$ cat src/analog_comparator_pkg.sv
/*
  Shared constants and types for the analog comparator and reference DAC control block:
  register indices, field positions, reset values, response codes and the packed control bundle.
  Assumes a 32-bit AXI4-Lite register bus with an 8-bit byte address; every register is one
  aligned word at four times its index, and only the low byte carries data.
*/
package analog_comparator_pkg;

  // bus shape
  localparam int ADDR_W = 8;
  localparam int DATA_W = 32;
  localparam int STRB_W = 4;
  localparam int REG_W  = 8;

  // register indices; byte address is four times the index
  localparam logic [5:0] IDX_CONTROL_STATUS   = 6'h2C;
  localparam logic [5:0] IDX_INPUT_SELECT     = 6'h2D;
  localparam logic [5:0] IDX_DAC_CONTROL      = 6'h2E;
  localparam logic [5:0] IDX_INPUT_PIN_ENABLE = 6'h2F;

  // control_status fields
  localparam int CS_ENABLE_BIT  = 7;
  localparam int CS_HYST_BIT    = 6;
  localparam int CS_FLAG_BIT    = 5;
  localparam int CS_IE_BIT      = 4;
  localparam int CS_STATUS_BIT  = 3;
  localparam int CS_OPE_BIT     = 2;
  localparam int CS_MODE_LSB    = 0;

  // input_select fields
  localparam int SEL_POS_LSB = 4;
  localparam int SEL_NEG_LSB = 0;

  // dac_control fields
  localparam int DAC_EN_BIT    = 7;
  localparam int DAC_REF_BIT   = 6;
  localparam int DAC_LEVEL_LSB = 0;

  // input_pin_enable field
  localparam int PIN_EN_LSB = 0;

  // reset values
  localparam logic [7:0] CONTROL_STATUS_RESET   = 8'h00;
  localparam logic [7:0] INPUT_SELECT_RESET     = 8'h00;
  localparam logic [7:0] DAC_CONTROL_RESET      = 8'h00;
  localparam logic [7:0] INPUT_PIN_ENABLE_RESET = 8'h00;

  // axi responses
  localparam logic [1:0] RESP_OKAY   = 2'h0;
  localparam logic [1:0] RESP_SLVERR = 2'h2;

  // input source codes, shared by both selects
  typedef enum logic [1:0] {
    SRC_EXTERNAL_0 = 2'h0,
    SRC_EXTERNAL_1 = 2'h1,
    SRC_RESERVED   = 2'h2,
    SRC_DAC_OUTPUT = 2'h3
  } input_source_t;

  // edge sensitivity codes
  typedef enum logic [1:0] {
    EDGE_FALLING   = 2'h0,
    EDGE_RISING    = 2'h1,
    EDGE_FALLING_2 = 2'h2,
    EDGE_BOTH      = 2'h3
  } edge_mode_t;

  // register selected by an address
  typedef enum logic [2:0] {
    SEL_NONE,
    SEL_CONTROL_STATUS,
    SEL_INPUT_SELECT,
    SEL_DAC_CONTROL,
    SEL_INPUT_PIN_ENABLE
  } reg_id_t;

  // settings that go to the analog macro
  typedef struct packed {
    logic          comparator_enable;
    logic          hysteresis_select;
    input_source_t positive_input_select;
    input_source_t negative_input_select;
    logic          dac_output_enable;
    logic          dac_reference_select;
    logic [5:0]    dac_level;
    logic [2:0]    input_pin_enables;
  } analog_ctrl_t;

endpackage

$ cat src/analog_comparator_ctrl.sv
/*
  Register file and digital control for an analog comparator with a 6-bit reference DAC,
  reached over AXI4-Lite. Drives the analog macro's settings, synchronises its output,
  raises the edge flag and interrupt request, and asks for wake-up while in stop3.
  Assumes the macro's raw output is asynchronous, and that stop3_mode is high while the
  bus clock is about to be or is gated off.
*/
`timescale 1ns/10ps
module analog_comparator_ctrl (
  // clock and reset
  input  wire logic                                          aclk,
  input  wire logic                                          aresetn,
  // axi4-lite write address
  input  wire logic [analog_comparator_pkg::ADDR_W-1:0]      s_axi_awaddr,
  input  wire logic [2:0]                                    s_axi_awprot,
  input  wire logic                                          s_axi_awvalid,
  output logic                                               s_axi_awready,
  // axi4-lite write data
  input  wire logic [analog_comparator_pkg::DATA_W-1:0]      s_axi_wdata,
  input  wire logic [analog_comparator_pkg::STRB_W-1:0]      s_axi_wstrb,
  input  wire logic                                          s_axi_wvalid,
  output logic                                               s_axi_wready,
  // axi4-lite write response
  output logic [1:0]                                         s_axi_bresp,
  output logic                                               s_axi_bvalid,
  input  wire logic                                          s_axi_bready,
  // axi4-lite read address
  input  wire logic [analog_comparator_pkg::ADDR_W-1:0]      s_axi_araddr,
  input  wire logic [2:0]                                    s_axi_arprot,
  input  wire logic                                          s_axi_arvalid,
  output logic                                               s_axi_arready,
  // axi4-lite read data
  output logic [analog_comparator_pkg::DATA_W-1:0]           s_axi_rdata,
  output logic [1:0]                                         s_axi_rresp,
  output logic                                               s_axi_rvalid,
  input  wire logic                                          s_axi_rready,
  // analog macro
  output analog_comparator_pkg::analog_ctrl_t                analog_ctrl,
  input  wire logic                                          raw_compare_output,
  // pad and system
  output logic                                               compare_pin_out,
  output logic                                               compare_pin_oe_n,
  output logic                                               edge_irq,
  input  wire logic                                          stop3_mode,
  output logic                                               stop3_wake
);

  // register id from a byte address, shared by the read and write paths
  function automatic analog_comparator_pkg::reg_id_t decode_reg(
    input logic [analog_comparator_pkg::ADDR_W-1:0] addr
  );
    analog_comparator_pkg::reg_id_t id;
    id = analog_comparator_pkg::SEL_NONE;
    unique case (addr[analog_comparator_pkg::ADDR_W-1:2])
      analog_comparator_pkg::IDX_CONTROL_STATUS:   id = analog_comparator_pkg::SEL_CONTROL_STATUS;
      analog_comparator_pkg::IDX_INPUT_SELECT:     id = analog_comparator_pkg::SEL_INPUT_SELECT;
      analog_comparator_pkg::IDX_DAC_CONTROL:      id = analog_comparator_pkg::SEL_DAC_CONTROL;
      analog_comparator_pkg::IDX_INPUT_PIN_ENABLE: id = analog_comparator_pkg::SEL_INPUT_PIN_ENABLE;
      default:                                     id = analog_comparator_pkg::SEL_NONE;
    endcase
    return id;
  endfunction

  // control_status storage
  logic                              edge_flag;
  logic                              edge_interrupt_enable;
  logic                              output_pin_enable;
  analog_comparator_pkg::edge_mode_t edge_mode;

  // write channel holding
  logic [analog_comparator_pkg::ADDR_W-1:0] aw_addr;
  logic                                     aw_held;
  logic [analog_comparator_pkg::DATA_W-1:0] w_data;
  logic [analog_comparator_pkg::STRB_W-1:0] w_strb;
  logic                                     w_held;
  logic                                     write_fire;
  analog_comparator_pkg::reg_id_t           write_id;
  logic                                     low_lane;
  logic [7:0]                               wbyte;

  // read path
  analog_comparator_pkg::reg_id_t           read_id;
  logic [7:0]                               next_rbyte;

  // comparator result
  logic synced_level;
  logic valid_edge;
  logic output_status;
  logic detect_enable;
  logic stop_level;

  // write strobes
  logic wr_control_status;
  logic wr_input_select;
  logic wr_dac_control;
  logic wr_input_pin_enable;

  // a write is done once both halves are held and no response is still pending
  assign write_fire = aw_held & w_held & ~s_axi_bvalid;
  assign write_id   = decode_reg(aw_addr);
  assign low_lane   = w_strb[0];
  assign wbyte      = w_data[7:0];

  assign wr_control_status   = write_fire & low_lane & (write_id == analog_comparator_pkg::SEL_CONTROL_STATUS);
  assign wr_input_select     = write_fire & low_lane & (write_id == analog_comparator_pkg::SEL_INPUT_SELECT);
  assign wr_dac_control      = write_fire & low_lane & (write_id == analog_comparator_pkg::SEL_DAC_CONTROL);
  assign wr_input_pin_enable = write_fire & low_lane & (write_id == analog_comparator_pkg::SEL_INPUT_PIN_ENABLE);

  // write address acceptance; address and data may arrive in either order
  always_ff @(posedge aclk) begin
    if (!aresetn) begin
      s_axi_awready <= 1'b1;
      aw_held       <= 1'b0;
      aw_addr       <= '0;
    end else if (s_axi_awvalid && s_axi_awready) begin
      s_axi_awready <= 1'b0;
      aw_held       <= 1'b1;
      aw_addr       <= s_axi_awaddr;
    end else if (s_axi_bvalid && s_axi_bready) begin
      s_axi_awready <= 1'b1;
      aw_held       <= 1'b0;
    end
  end

  // write data acceptance
  always_ff @(posedge aclk) begin
    if (!aresetn) begin
      s_axi_wready <= 1'b1;
      w_held       <= 1'b0;
      w_data       <= '0;
      w_strb       <= '0;
    end else if (s_axi_wvalid && s_axi_wready) begin
      s_axi_wready <= 1'b0;
      w_held       <= 1'b1;
      w_data       <= s_axi_wdata;
      w_strb       <= s_axi_wstrb;
    end else if (s_axi_bvalid && s_axi_bready) begin
      s_axi_wready <= 1'b1;
      w_held       <= 1'b0;
    end
  end

  // write response; unmapped addresses answer slverr and change nothing
  always_ff @(posedge aclk) begin
    if (!aresetn) begin
      s_axi_bvalid <= 1'b0;
      s_axi_bresp  <= analog_comparator_pkg::RESP_OKAY;
    end else if (write_fire) begin
      s_axi_bvalid <= 1'b1;
      s_axi_bresp  <= (write_id == analog_comparator_pkg::SEL_NONE) ? analog_comparator_pkg::RESP_SLVERR
                                                                    : analog_comparator_pkg::RESP_OKAY;
    end else if (s_axi_bready) begin
      s_axi_bvalid <= 1'b0;
    end
  end

  // control_status writable fields; the flag is handled apart
  always_ff @(posedge aclk) begin
    if (!aresetn) begin
      analog_ctrl.comparator_enable <=
        analog_comparator_pkg::CONTROL_STATUS_RESET[analog_comparator_pkg::CS_ENABLE_BIT];
      analog_ctrl.hysteresis_select <= analog_comparator_pkg::CONTROL_STATUS_RESET[analog_comparator_pkg::CS_HYST_BIT];
      edge_interrupt_enable         <= analog_comparator_pkg::CONTROL_STATUS_RESET[analog_comparator_pkg::CS_IE_BIT];
      output_pin_enable             <= analog_comparator_pkg::CONTROL_STATUS_RESET[analog_comparator_pkg::CS_OPE_BIT];
      edge_mode <= analog_comparator_pkg::edge_mode_t'(
                   analog_comparator_pkg::CONTROL_STATUS_RESET[analog_comparator_pkg::CS_MODE_LSB +: 2]);
    end else if (wr_control_status) begin
      analog_ctrl.comparator_enable <= wbyte[analog_comparator_pkg::CS_ENABLE_BIT];
      analog_ctrl.hysteresis_select <= wbyte[analog_comparator_pkg::CS_HYST_BIT];
      edge_interrupt_enable         <= wbyte[analog_comparator_pkg::CS_IE_BIT];
      output_pin_enable             <= wbyte[analog_comparator_pkg::CS_OPE_BIT];
      edge_mode <= analog_comparator_pkg::edge_mode_t'(wbyte[analog_comparator_pkg::CS_MODE_LSB +: 2]);
    end
  end

  // input selects; reserved bits are not stored, so they read back zero
  always_ff @(posedge aclk) begin
    if (!aresetn) begin
      analog_ctrl.positive_input_select <= analog_comparator_pkg::input_source_t'(
        analog_comparator_pkg::INPUT_SELECT_RESET[analog_comparator_pkg::SEL_POS_LSB +: 2]);
      analog_ctrl.negative_input_select <= analog_comparator_pkg::input_source_t'(
        analog_comparator_pkg::INPUT_SELECT_RESET[analog_comparator_pkg::SEL_NEG_LSB +: 2]);
    end else if (wr_input_select) begin
      analog_ctrl.positive_input_select <= analog_comparator_pkg::input_source_t'(
        wbyte[analog_comparator_pkg::SEL_POS_LSB +: 2]);
      analog_ctrl.negative_input_select <= analog_comparator_pkg::input_source_t'(
        wbyte[analog_comparator_pkg::SEL_NEG_LSB +: 2]);
    end
  end

  // dac settings; level code goes to the macro as written, which adds the one step itself
  always_ff @(posedge aclk) begin
    if (!aresetn) begin
      analog_ctrl.dac_output_enable    <=
        analog_comparator_pkg::DAC_CONTROL_RESET[analog_comparator_pkg::DAC_EN_BIT];
      analog_ctrl.dac_reference_select <= analog_comparator_pkg::DAC_CONTROL_RESET[analog_comparator_pkg::DAC_REF_BIT];
      analog_ctrl.dac_level <= analog_comparator_pkg::DAC_CONTROL_RESET[analog_comparator_pkg::DAC_LEVEL_LSB +: 6];
    end else if (wr_dac_control) begin
      analog_ctrl.dac_output_enable    <= wbyte[analog_comparator_pkg::DAC_EN_BIT];
      analog_ctrl.dac_reference_select <= wbyte[analog_comparator_pkg::DAC_REF_BIT];
      analog_ctrl.dac_level            <= wbyte[analog_comparator_pkg::DAC_LEVEL_LSB +: 6];
    end
  end

  // external pin gating
  always_ff @(posedge aclk) begin
    if (!aresetn) begin
      analog_ctrl.input_pin_enables <= analog_comparator_pkg::INPUT_PIN_ENABLE_RESET[analog_comparator_pkg::PIN_EN_LSB +: 3];
    end else if (wr_input_pin_enable) begin
      analog_ctrl.input_pin_enables <= wbyte[analog_comparator_pkg::PIN_EN_LSB +: 3];
    end
  end

  // detection only while enabled and the bus clock is trusted to run
  assign detect_enable = analog_ctrl.comparator_enable & ~stop3_mode;

  compare_sync_edge u_sync_edge (
    .aclk               (aclk),
    .aresetn            (aresetn),
    .raw_compare_output (raw_compare_output),
    .detect_enable      (detect_enable),
    .edge_mode          (edge_mode),
    .synced_level       (synced_level),
    .valid_edge         (valid_edge)
  );

  // status follows the synchronised result, zero while disabled
  assign output_status = analog_ctrl.comparator_enable & synced_level;

  // edge flag: set wins over a clearing write in the same cycle; writing one does nothing
  always_ff @(posedge aclk) begin
    if (!aresetn) begin
      edge_flag <= analog_comparator_pkg::CONTROL_STATUS_RESET[analog_comparator_pkg::CS_FLAG_BIT];
    end else if (valid_edge) begin
      edge_flag <= 1'b1;
    end else if (wr_control_status && !wbyte[analog_comparator_pkg::CS_FLAG_BIT]) begin
      edge_flag <= 1'b0;
    end
  end

  // interrupt request to the cpu
  always_ff @(posedge aclk) begin
    if (!aresetn) begin
      edge_irq <= 1'b0;
    end else begin
      edge_irq <= edge_flag & edge_interrupt_enable;
    end
  end

  // output pad; pad is released rather than driven low when not enabled
  always_ff @(posedge aclk) begin
    if (!aresetn) begin
      compare_pin_out  <= 1'b0;
      compare_pin_oe_n <= 1'b1;
    end else begin
      compare_pin_out  <= output_pin_enable & output_status;
      compare_pin_oe_n <= ~(output_pin_enable & analog_ctrl.comparator_enable);
    end
  end

  // level seen last while the clock ran; status itself is simply left stale during stop3
  always_ff @(posedge aclk) begin
    if (!aresetn) begin
      stop_level <= 1'b0;
    end else if (!stop3_mode) begin
      stop_level <= synced_level;
    end
  end

  // wake must work with no clock, so it is built from the raw level against the saved one;
  // it follows the raw level, dropping if that level returns, and is forced low when stop3 ends; then the flag path takes over
  always_comb begin
    stop3_wake = 1'b0;
    if (stop3_mode && analog_ctrl.comparator_enable) begin
      unique case (edge_mode)
        analog_comparator_pkg::EDGE_RISING:    stop3_wake = raw_compare_output & ~stop_level;
        analog_comparator_pkg::EDGE_BOTH:      stop3_wake = raw_compare_output ^ stop_level;
        analog_comparator_pkg::EDGE_FALLING,
        analog_comparator_pkg::EDGE_FALLING_2: stop3_wake = ~raw_compare_output & stop_level;
      endcase
    end
  end

  // read mux
  always_comb begin
    read_id    = decode_reg(s_axi_araddr);
    next_rbyte = 8'h00;
    unique case (read_id)
      analog_comparator_pkg::SEL_CONTROL_STATUS: begin
        next_rbyte[analog_comparator_pkg::CS_ENABLE_BIT]      = analog_ctrl.comparator_enable;
        next_rbyte[analog_comparator_pkg::CS_HYST_BIT]        = analog_ctrl.hysteresis_select;
        next_rbyte[analog_comparator_pkg::CS_FLAG_BIT]        = edge_flag;
        next_rbyte[analog_comparator_pkg::CS_IE_BIT]          = edge_interrupt_enable;
        next_rbyte[analog_comparator_pkg::CS_STATUS_BIT]      = output_status;
        next_rbyte[analog_comparator_pkg::CS_OPE_BIT]         = output_pin_enable;
        next_rbyte[analog_comparator_pkg::CS_MODE_LSB +: 2]   = edge_mode;
      end
      analog_comparator_pkg::SEL_INPUT_SELECT: begin
        next_rbyte[analog_comparator_pkg::SEL_POS_LSB +: 2]   = analog_ctrl.positive_input_select;
        next_rbyte[analog_comparator_pkg::SEL_NEG_LSB +: 2]   = analog_ctrl.negative_input_select;
      end
      analog_comparator_pkg::SEL_DAC_CONTROL: begin
        next_rbyte[analog_comparator_pkg::DAC_EN_BIT]         = analog_ctrl.dac_output_enable;
        next_rbyte[analog_comparator_pkg::DAC_REF_BIT]        = analog_ctrl.dac_reference_select;
        next_rbyte[analog_comparator_pkg::DAC_LEVEL_LSB +: 6] = analog_ctrl.dac_level;
      end
      analog_comparator_pkg::SEL_INPUT_PIN_ENABLE: begin
        next_rbyte[analog_comparator_pkg::PIN_EN_LSB +: 3]    = analog_ctrl.input_pin_enables;
      end
      analog_comparator_pkg::SEL_NONE: begin
        next_rbyte = 8'h00;
      end
    endcase
  end

  // read address acceptance and data; one read in flight at a time
  always_ff @(posedge aclk) begin
    if (!aresetn) begin
      s_axi_arready <= 1'b1;
      s_axi_rvalid  <= 1'b0;
      s_axi_rdata   <= '0;
      s_axi_rresp   <= analog_comparator_pkg::RESP_OKAY;
    end else if (s_axi_arvalid && s_axi_arready) begin
      s_axi_arready <= 1'b0;
      s_axi_rvalid  <= 1'b1;
      s_axi_rdata   <= {24'h000000, next_rbyte};
      s_axi_rresp   <= (read_id == analog_comparator_pkg::SEL_NONE) ? analog_comparator_pkg::RESP_SLVERR
                                                                    : analog_comparator_pkg::RESP_OKAY;
    end else if (s_axi_rvalid && s_axi_rready) begin
      s_axi_arready <= 1'b1;
      s_axi_rvalid  <= 1'b0;
    end
  end

endmodule

$ cat src/compare_sync_edge.sv
/*
  Brings the raw comparator output into the bus clock domain and detects valid edges.
  Assumes the raw output is asynchronous to aclk; the first stage feeds only the second.
*/
`timescale 1ns/10ps
module compare_sync_edge (
  // clock and reset
  input  wire logic                              aclk,
  input  wire logic                              aresetn,
  // comparator side
  input  wire logic                              raw_compare_output,
  // control
  input  wire logic                              detect_enable,
  input  wire analog_comparator_pkg::edge_mode_t edge_mode,
  // results
  output logic                                   synced_level,
  output logic                                   valid_edge
);

  logic sync_first;
  logic sync_prev;
  logic rise;
  logic fall;

  // two-stage synchroniser
  always_ff @(posedge aclk) begin
    if (!aresetn) begin
      sync_first   <= 1'b0;
      synced_level <= 1'b0;
    end else begin
      sync_first   <= raw_compare_output;
      synced_level <= sync_first;
    end
  end

  // previous sample tracks the live one while detection is off, so no stale edge shows up later
  always_ff @(posedge aclk) begin
    if (!aresetn) begin
      sync_prev <= 1'b0;
    end else begin
      sync_prev <= synced_level;
    end
  end

  assign rise = detect_enable & synced_level & ~sync_prev;
  assign fall = detect_enable & ~synced_level & sync_prev;

  // edge qualification by mode
  always_comb begin
    valid_edge = 1'b0;
    unique case (edge_mode)
      analog_comparator_pkg::EDGE_FALLING:   valid_edge = fall;
      analog_comparator_pkg::EDGE_FALLING_2: valid_edge = fall;
      analog_comparator_pkg::EDGE_RISING:    valid_edge = rise;
      analog_comparator_pkg::EDGE_BOTH:      valid_edge = rise | fall;
    endcase
  end

endmodule
$ cat config.mk
export PLATFORM = sky130hd
export DESIGN_NAME = analog_comparator_ctrl
export DESIGN_NICKNAME = d
export VERILOG_FILES = /design/src/analog_comparator_pkg.sv /design/src/analog_comparator_ctrl.sv /design/src/compare_sync_edge.sv
export SDC_FILE = /design/constraint.sdc
export NUM_CORES = 1
export LEC_CHECK = 0
export BUFFER_PORTS_ARGS = -buffer_cell sky130_fd_sc_hd__buf_2
export CORE_MARGIN = 2
export CORE_UTILIZATION = 50
export CTS_CLUSTER_DIAMETER = 40
export DETAILED_ROUTE_END_ITERATION = 6
export GPL_ROUTABILITY_DRIVEN = 0
export GPL_TIMING_DRIVEN = 0
export HOLD_SLACK_MARGIN = 0.1
export PLACE_DENSITY = 0.82
export SETUP_SLACK_MARGIN = 0.02
export SLEW_MARGIN = 20
export SYNTH_ARGS = -nofsm -noshare
export SYNTH_HDL_FRONTEND = slang
export SYNTH_SLANG_ARGS = --single-unit
export TNS_END_PERCENT = 5
$ cat constraint.sdc
create_clock -name aclk -period 4.14 [get_ports aclk]
set_clock_uncertainty 0.15 [all_clocks]
set_input_delay 0.414 -clock aclk [delete_from_list [all_inputs] [get_ports aclk]]
set_output_delay 0.414 -clock aclk [all_outputs]
set_load 0.02 [all_outputs]
==> impl_metrics.json <==
{
  "outcome": "finished clean",
  "power_frac_seq_pct": 51.8,
  "r2r-end": "analog_ctrl[5]",
  "antenna_found_initial": 0,
  "swShare_pct": 25.2,
  "arrival_ns": 1.48,
  "final_util_pct": 63.1,
  "met1Wirelength_um": 2630,
  "coreArea_sq_mm": 0.00541,
  "fin_crit_ns": 2.04,
  "die-area_sq_mm": 0.00611,
  "fin_tns_setup_ns": 0,
  "worstHoldStart": "stop3_mode",
  "grt_pass1_vias": 2137,
  "p_per_area_mw_per_mm2": 348,
  "final_area_sq_mm": 0.00341,
  "regToRegSetupSlack_ns": 2.67,
  "firstDrtPassIters": 4,
  "cts_buffers": 9,
  "critPathMaxFanout": 3,
  "synth_seq_cells": 61,
  "ant_nets": 0,
  "irDropWorstVdd_v": 0.000230,
  "area_growth_pct": 24.1,
  "hold_viol": 0,
  "drtIter0Drc": 93,
  "fmax_mhz": 489,
  "avgSynthCellArea_sq_um": 9.35,
  "pwr-share-clk_pct": 36.8,
  "grt.total_usage_pct": 20.1,
  "min_path_type": "in -> reg",
  "synth.distinct_cells": 44,
  "dr_wl_met2_um": 2950,
  "grt_setup_unrepaired": "no",
  "path_clk_slew_ns": 0.06,
  "combPwrFrac_pct": 11.3,
  "p_sw_uw": 299,
  "clkSinkCount": 61,
  "yosys_most_used_dff": "dfxtp_1",
  "ys_warn_count": 0,
  "drt-vias-per-instance": 4.83,
  "hold_depth": 2,
  "post_cts_buffers": 0,
  "rows": 27,
  "vias": 2272,
  "crit_path_start_kind": "register",
  "path_class": "reg -> out",
  "cts_resized": 0,
  "reg2reg_from": "s_axi_bvalid",
  "r2r_cells": 5,
  "grt_pass1_wl_um": 9630,
  "wirelength_um": 6040,
  "holdBufCountCts": 0,
  "io_buffers": 64,
  "drive_gt1_share_pct": 29.1,
  "critPathRequiredTime_ns": 3.58,
  "drc": 0,
  "worstMarginPinSlew_ns": 0.538,
  "grt_overflow": 0,
  "ys_async_sr_fraction_pct": 0,
  "setup_violations": 0,
  "synth_edf_count": 0,
  "die_y_um": 78.2,
  "dpl.hpwl_um": 4540,
  "floorplan.initialDensity_pct": 50.9,
  "wl_per_cell_um": 12.9,
  "drv_slew": 0,
  "max-cap-violations": 0,
  "cts_tree": "built",
  "dieWidth_um": 78.2,
  "htreeDepth": 3,
  "worst_hold_path.endpoint": "edge_flag",
  "wl_met3_um": 374,
  "postSynthCellCount": 294,
  "diodes": 0,
  "grt_max_degree": 11,
  "clock_latency_ns": 0.33,
  "num_io_pins": 129,
  "end_kind": "output port",
  "root_buffer": "clkbuf_8",
  "cellLeakagePower_uw": 0.00172,
  "relSlewSlack_pct": 64.1,
  "p_int_uw": 888,
  "post-route-period-util_pct": 49.4,
  "placed_cell_area_sq_mm": 0.00325,
  "clockBufferDepth": 2,
  "fin_nets": 463,
  "fillers": 486,
  "top_layer": "met4",
  "synth_seq_area_share_pct": 44.4,
  "syn_area_sq_mm": 0.00275
}
## Yosys cell counts (2+ instances only)
cell type / number / area [sq um]
dfxtp_1: 61 / 1220
nand2b_1: 3 / 18.8
a21boi_0: 16 / 120
buf_6: 3 / 33.8
or4_1: 4 / 30.0
and3b_1: 2 / 17.5
a21oi_1: 5 / 25.0
a21boi_1: 3 / 22.5
nor2b_1: 3 / 18.8
o21ai_0: 4 / 20.0
nor3b_1: 3 / 22.5
buf_4: 27 / 203
ha_1: 2 / 25.0
clkbuf_1: 8 / 30.0
clkbuf_2: 2 / 10.0
nand2_1: 65 / 244
and2_1: 6 / 37.5
o2bb2ai_1: 2 / 17.5
a22o_1: 5 / 43.8
mux2i_1: 29 / 290
nand3_1: 10 / 50.1
nor2_1: 4 / 15.0
and4b_1: 2 / 20.0
inv_1: 5 / 18.8
## cells in the final DEF, fill, tap and decap left out, types with 6 or more instances in the layout
cell      Yosys  layout
nand2_1      65      65
buf_2         0      64
dfxtp_1      61      61
mux2i_1      29      29
buf_4        27      27
conb_1        1      26
a21boi_0     16      16
clkbuf_1      8      11
nand3_1      10      10
clkbuf_8      0      10
and2_1        6       6
## worst max-delay path by stage
| stage | from | depth (start not counted) | endpoint | slack, ns |
|---|---|---|---|---|
| 2_1_floorplan | raw_compare_output | 5 | stop3_wake | 2.35 |
| 3_3_place_gp | raw_compare_output | 7 | stop3_wake | 2.23 |
| 3_5_place_dp | raw_compare_output | 7 | stop3_wake | 2.20 |
| 4_1_cts | stop_level | 5 | stop3_wake | 2.09 |
| 5_1_grt | stop_level | 5 | stop3_wake | 2.03 |
| 6_report | stop_level | 5 | stop3_wake | 2.10 |
## stage by stage
stage               hold slack [ns]  setup WS [ns]  instances  power, uW
floorplan                     0.252           2.35        319        724
global placement              0.268           2.23        455        758
detailed placement            0.269           2.20        455        762
CTS                           0.159           2.09        470       1190
global route                  0.155           2.03        470       1240
finish                        0.170           2.10        470       1190
## kinds of logic after synthesis
logic type	synth area share, %
AOI/OAI and AO/OA	12.0
adders and majority gates	0.910
DFF	44.4
buffers and inverters	11.3
and+or+nand+nor	20.7
other	0.136
muxes	10.6
## cell type report
type	instances	area, sq um	area share (%)
clock buffers	13	149	4.36
multi-input cells	212	1310	38.5
plain buffers	41	292	8.54
well taps	72	90.1	2.64
flip-flops and latches	61	1220	35.8
repair buffers	64	320	9.38
clock inverters	2	10.0	0.293
inverters	5	18.8	0.550
## sequential cells by signal, indices dropped and copies added, names as in the netlist, 2 cells and up
name         flops
s_axi_rdata      8
edge_mode        2
analog_ctrl     17
w_data           8
aw_addr          6
## power groups by stage
stage / clock (uW) / sequential, uW / combinational [uW]
after floorplan: 0 / 632 / 92.1
after global placement: 0 / 627 / 131
after detailed placement: 0 / 628 / 134
after CTS: 444 / 615 / 134
after global routing: 477 / 618 / 146
final: 437 / 615 / 135
## layer usage
| layer | up-vias | GRT usage, % |
|---|---|---|
| met2 | 81 | 34.1 |
| met1 | 1028 | 23.4 |
| met4 | 0 | 7.19 |
| met3 | 10 | 7.01 |
| met5 | - | 0 |
| li1 | 1153 | - |
## critical path, cell delays in order (launching register included)
cell	delay, ns
dfxtp_1	0.37
ha_1	0.25
nand2_1	0.07
o211ai_1	0.08
a21oi_1	0.19
buf_2	0.19
Power figures use the tool's default switching activity.
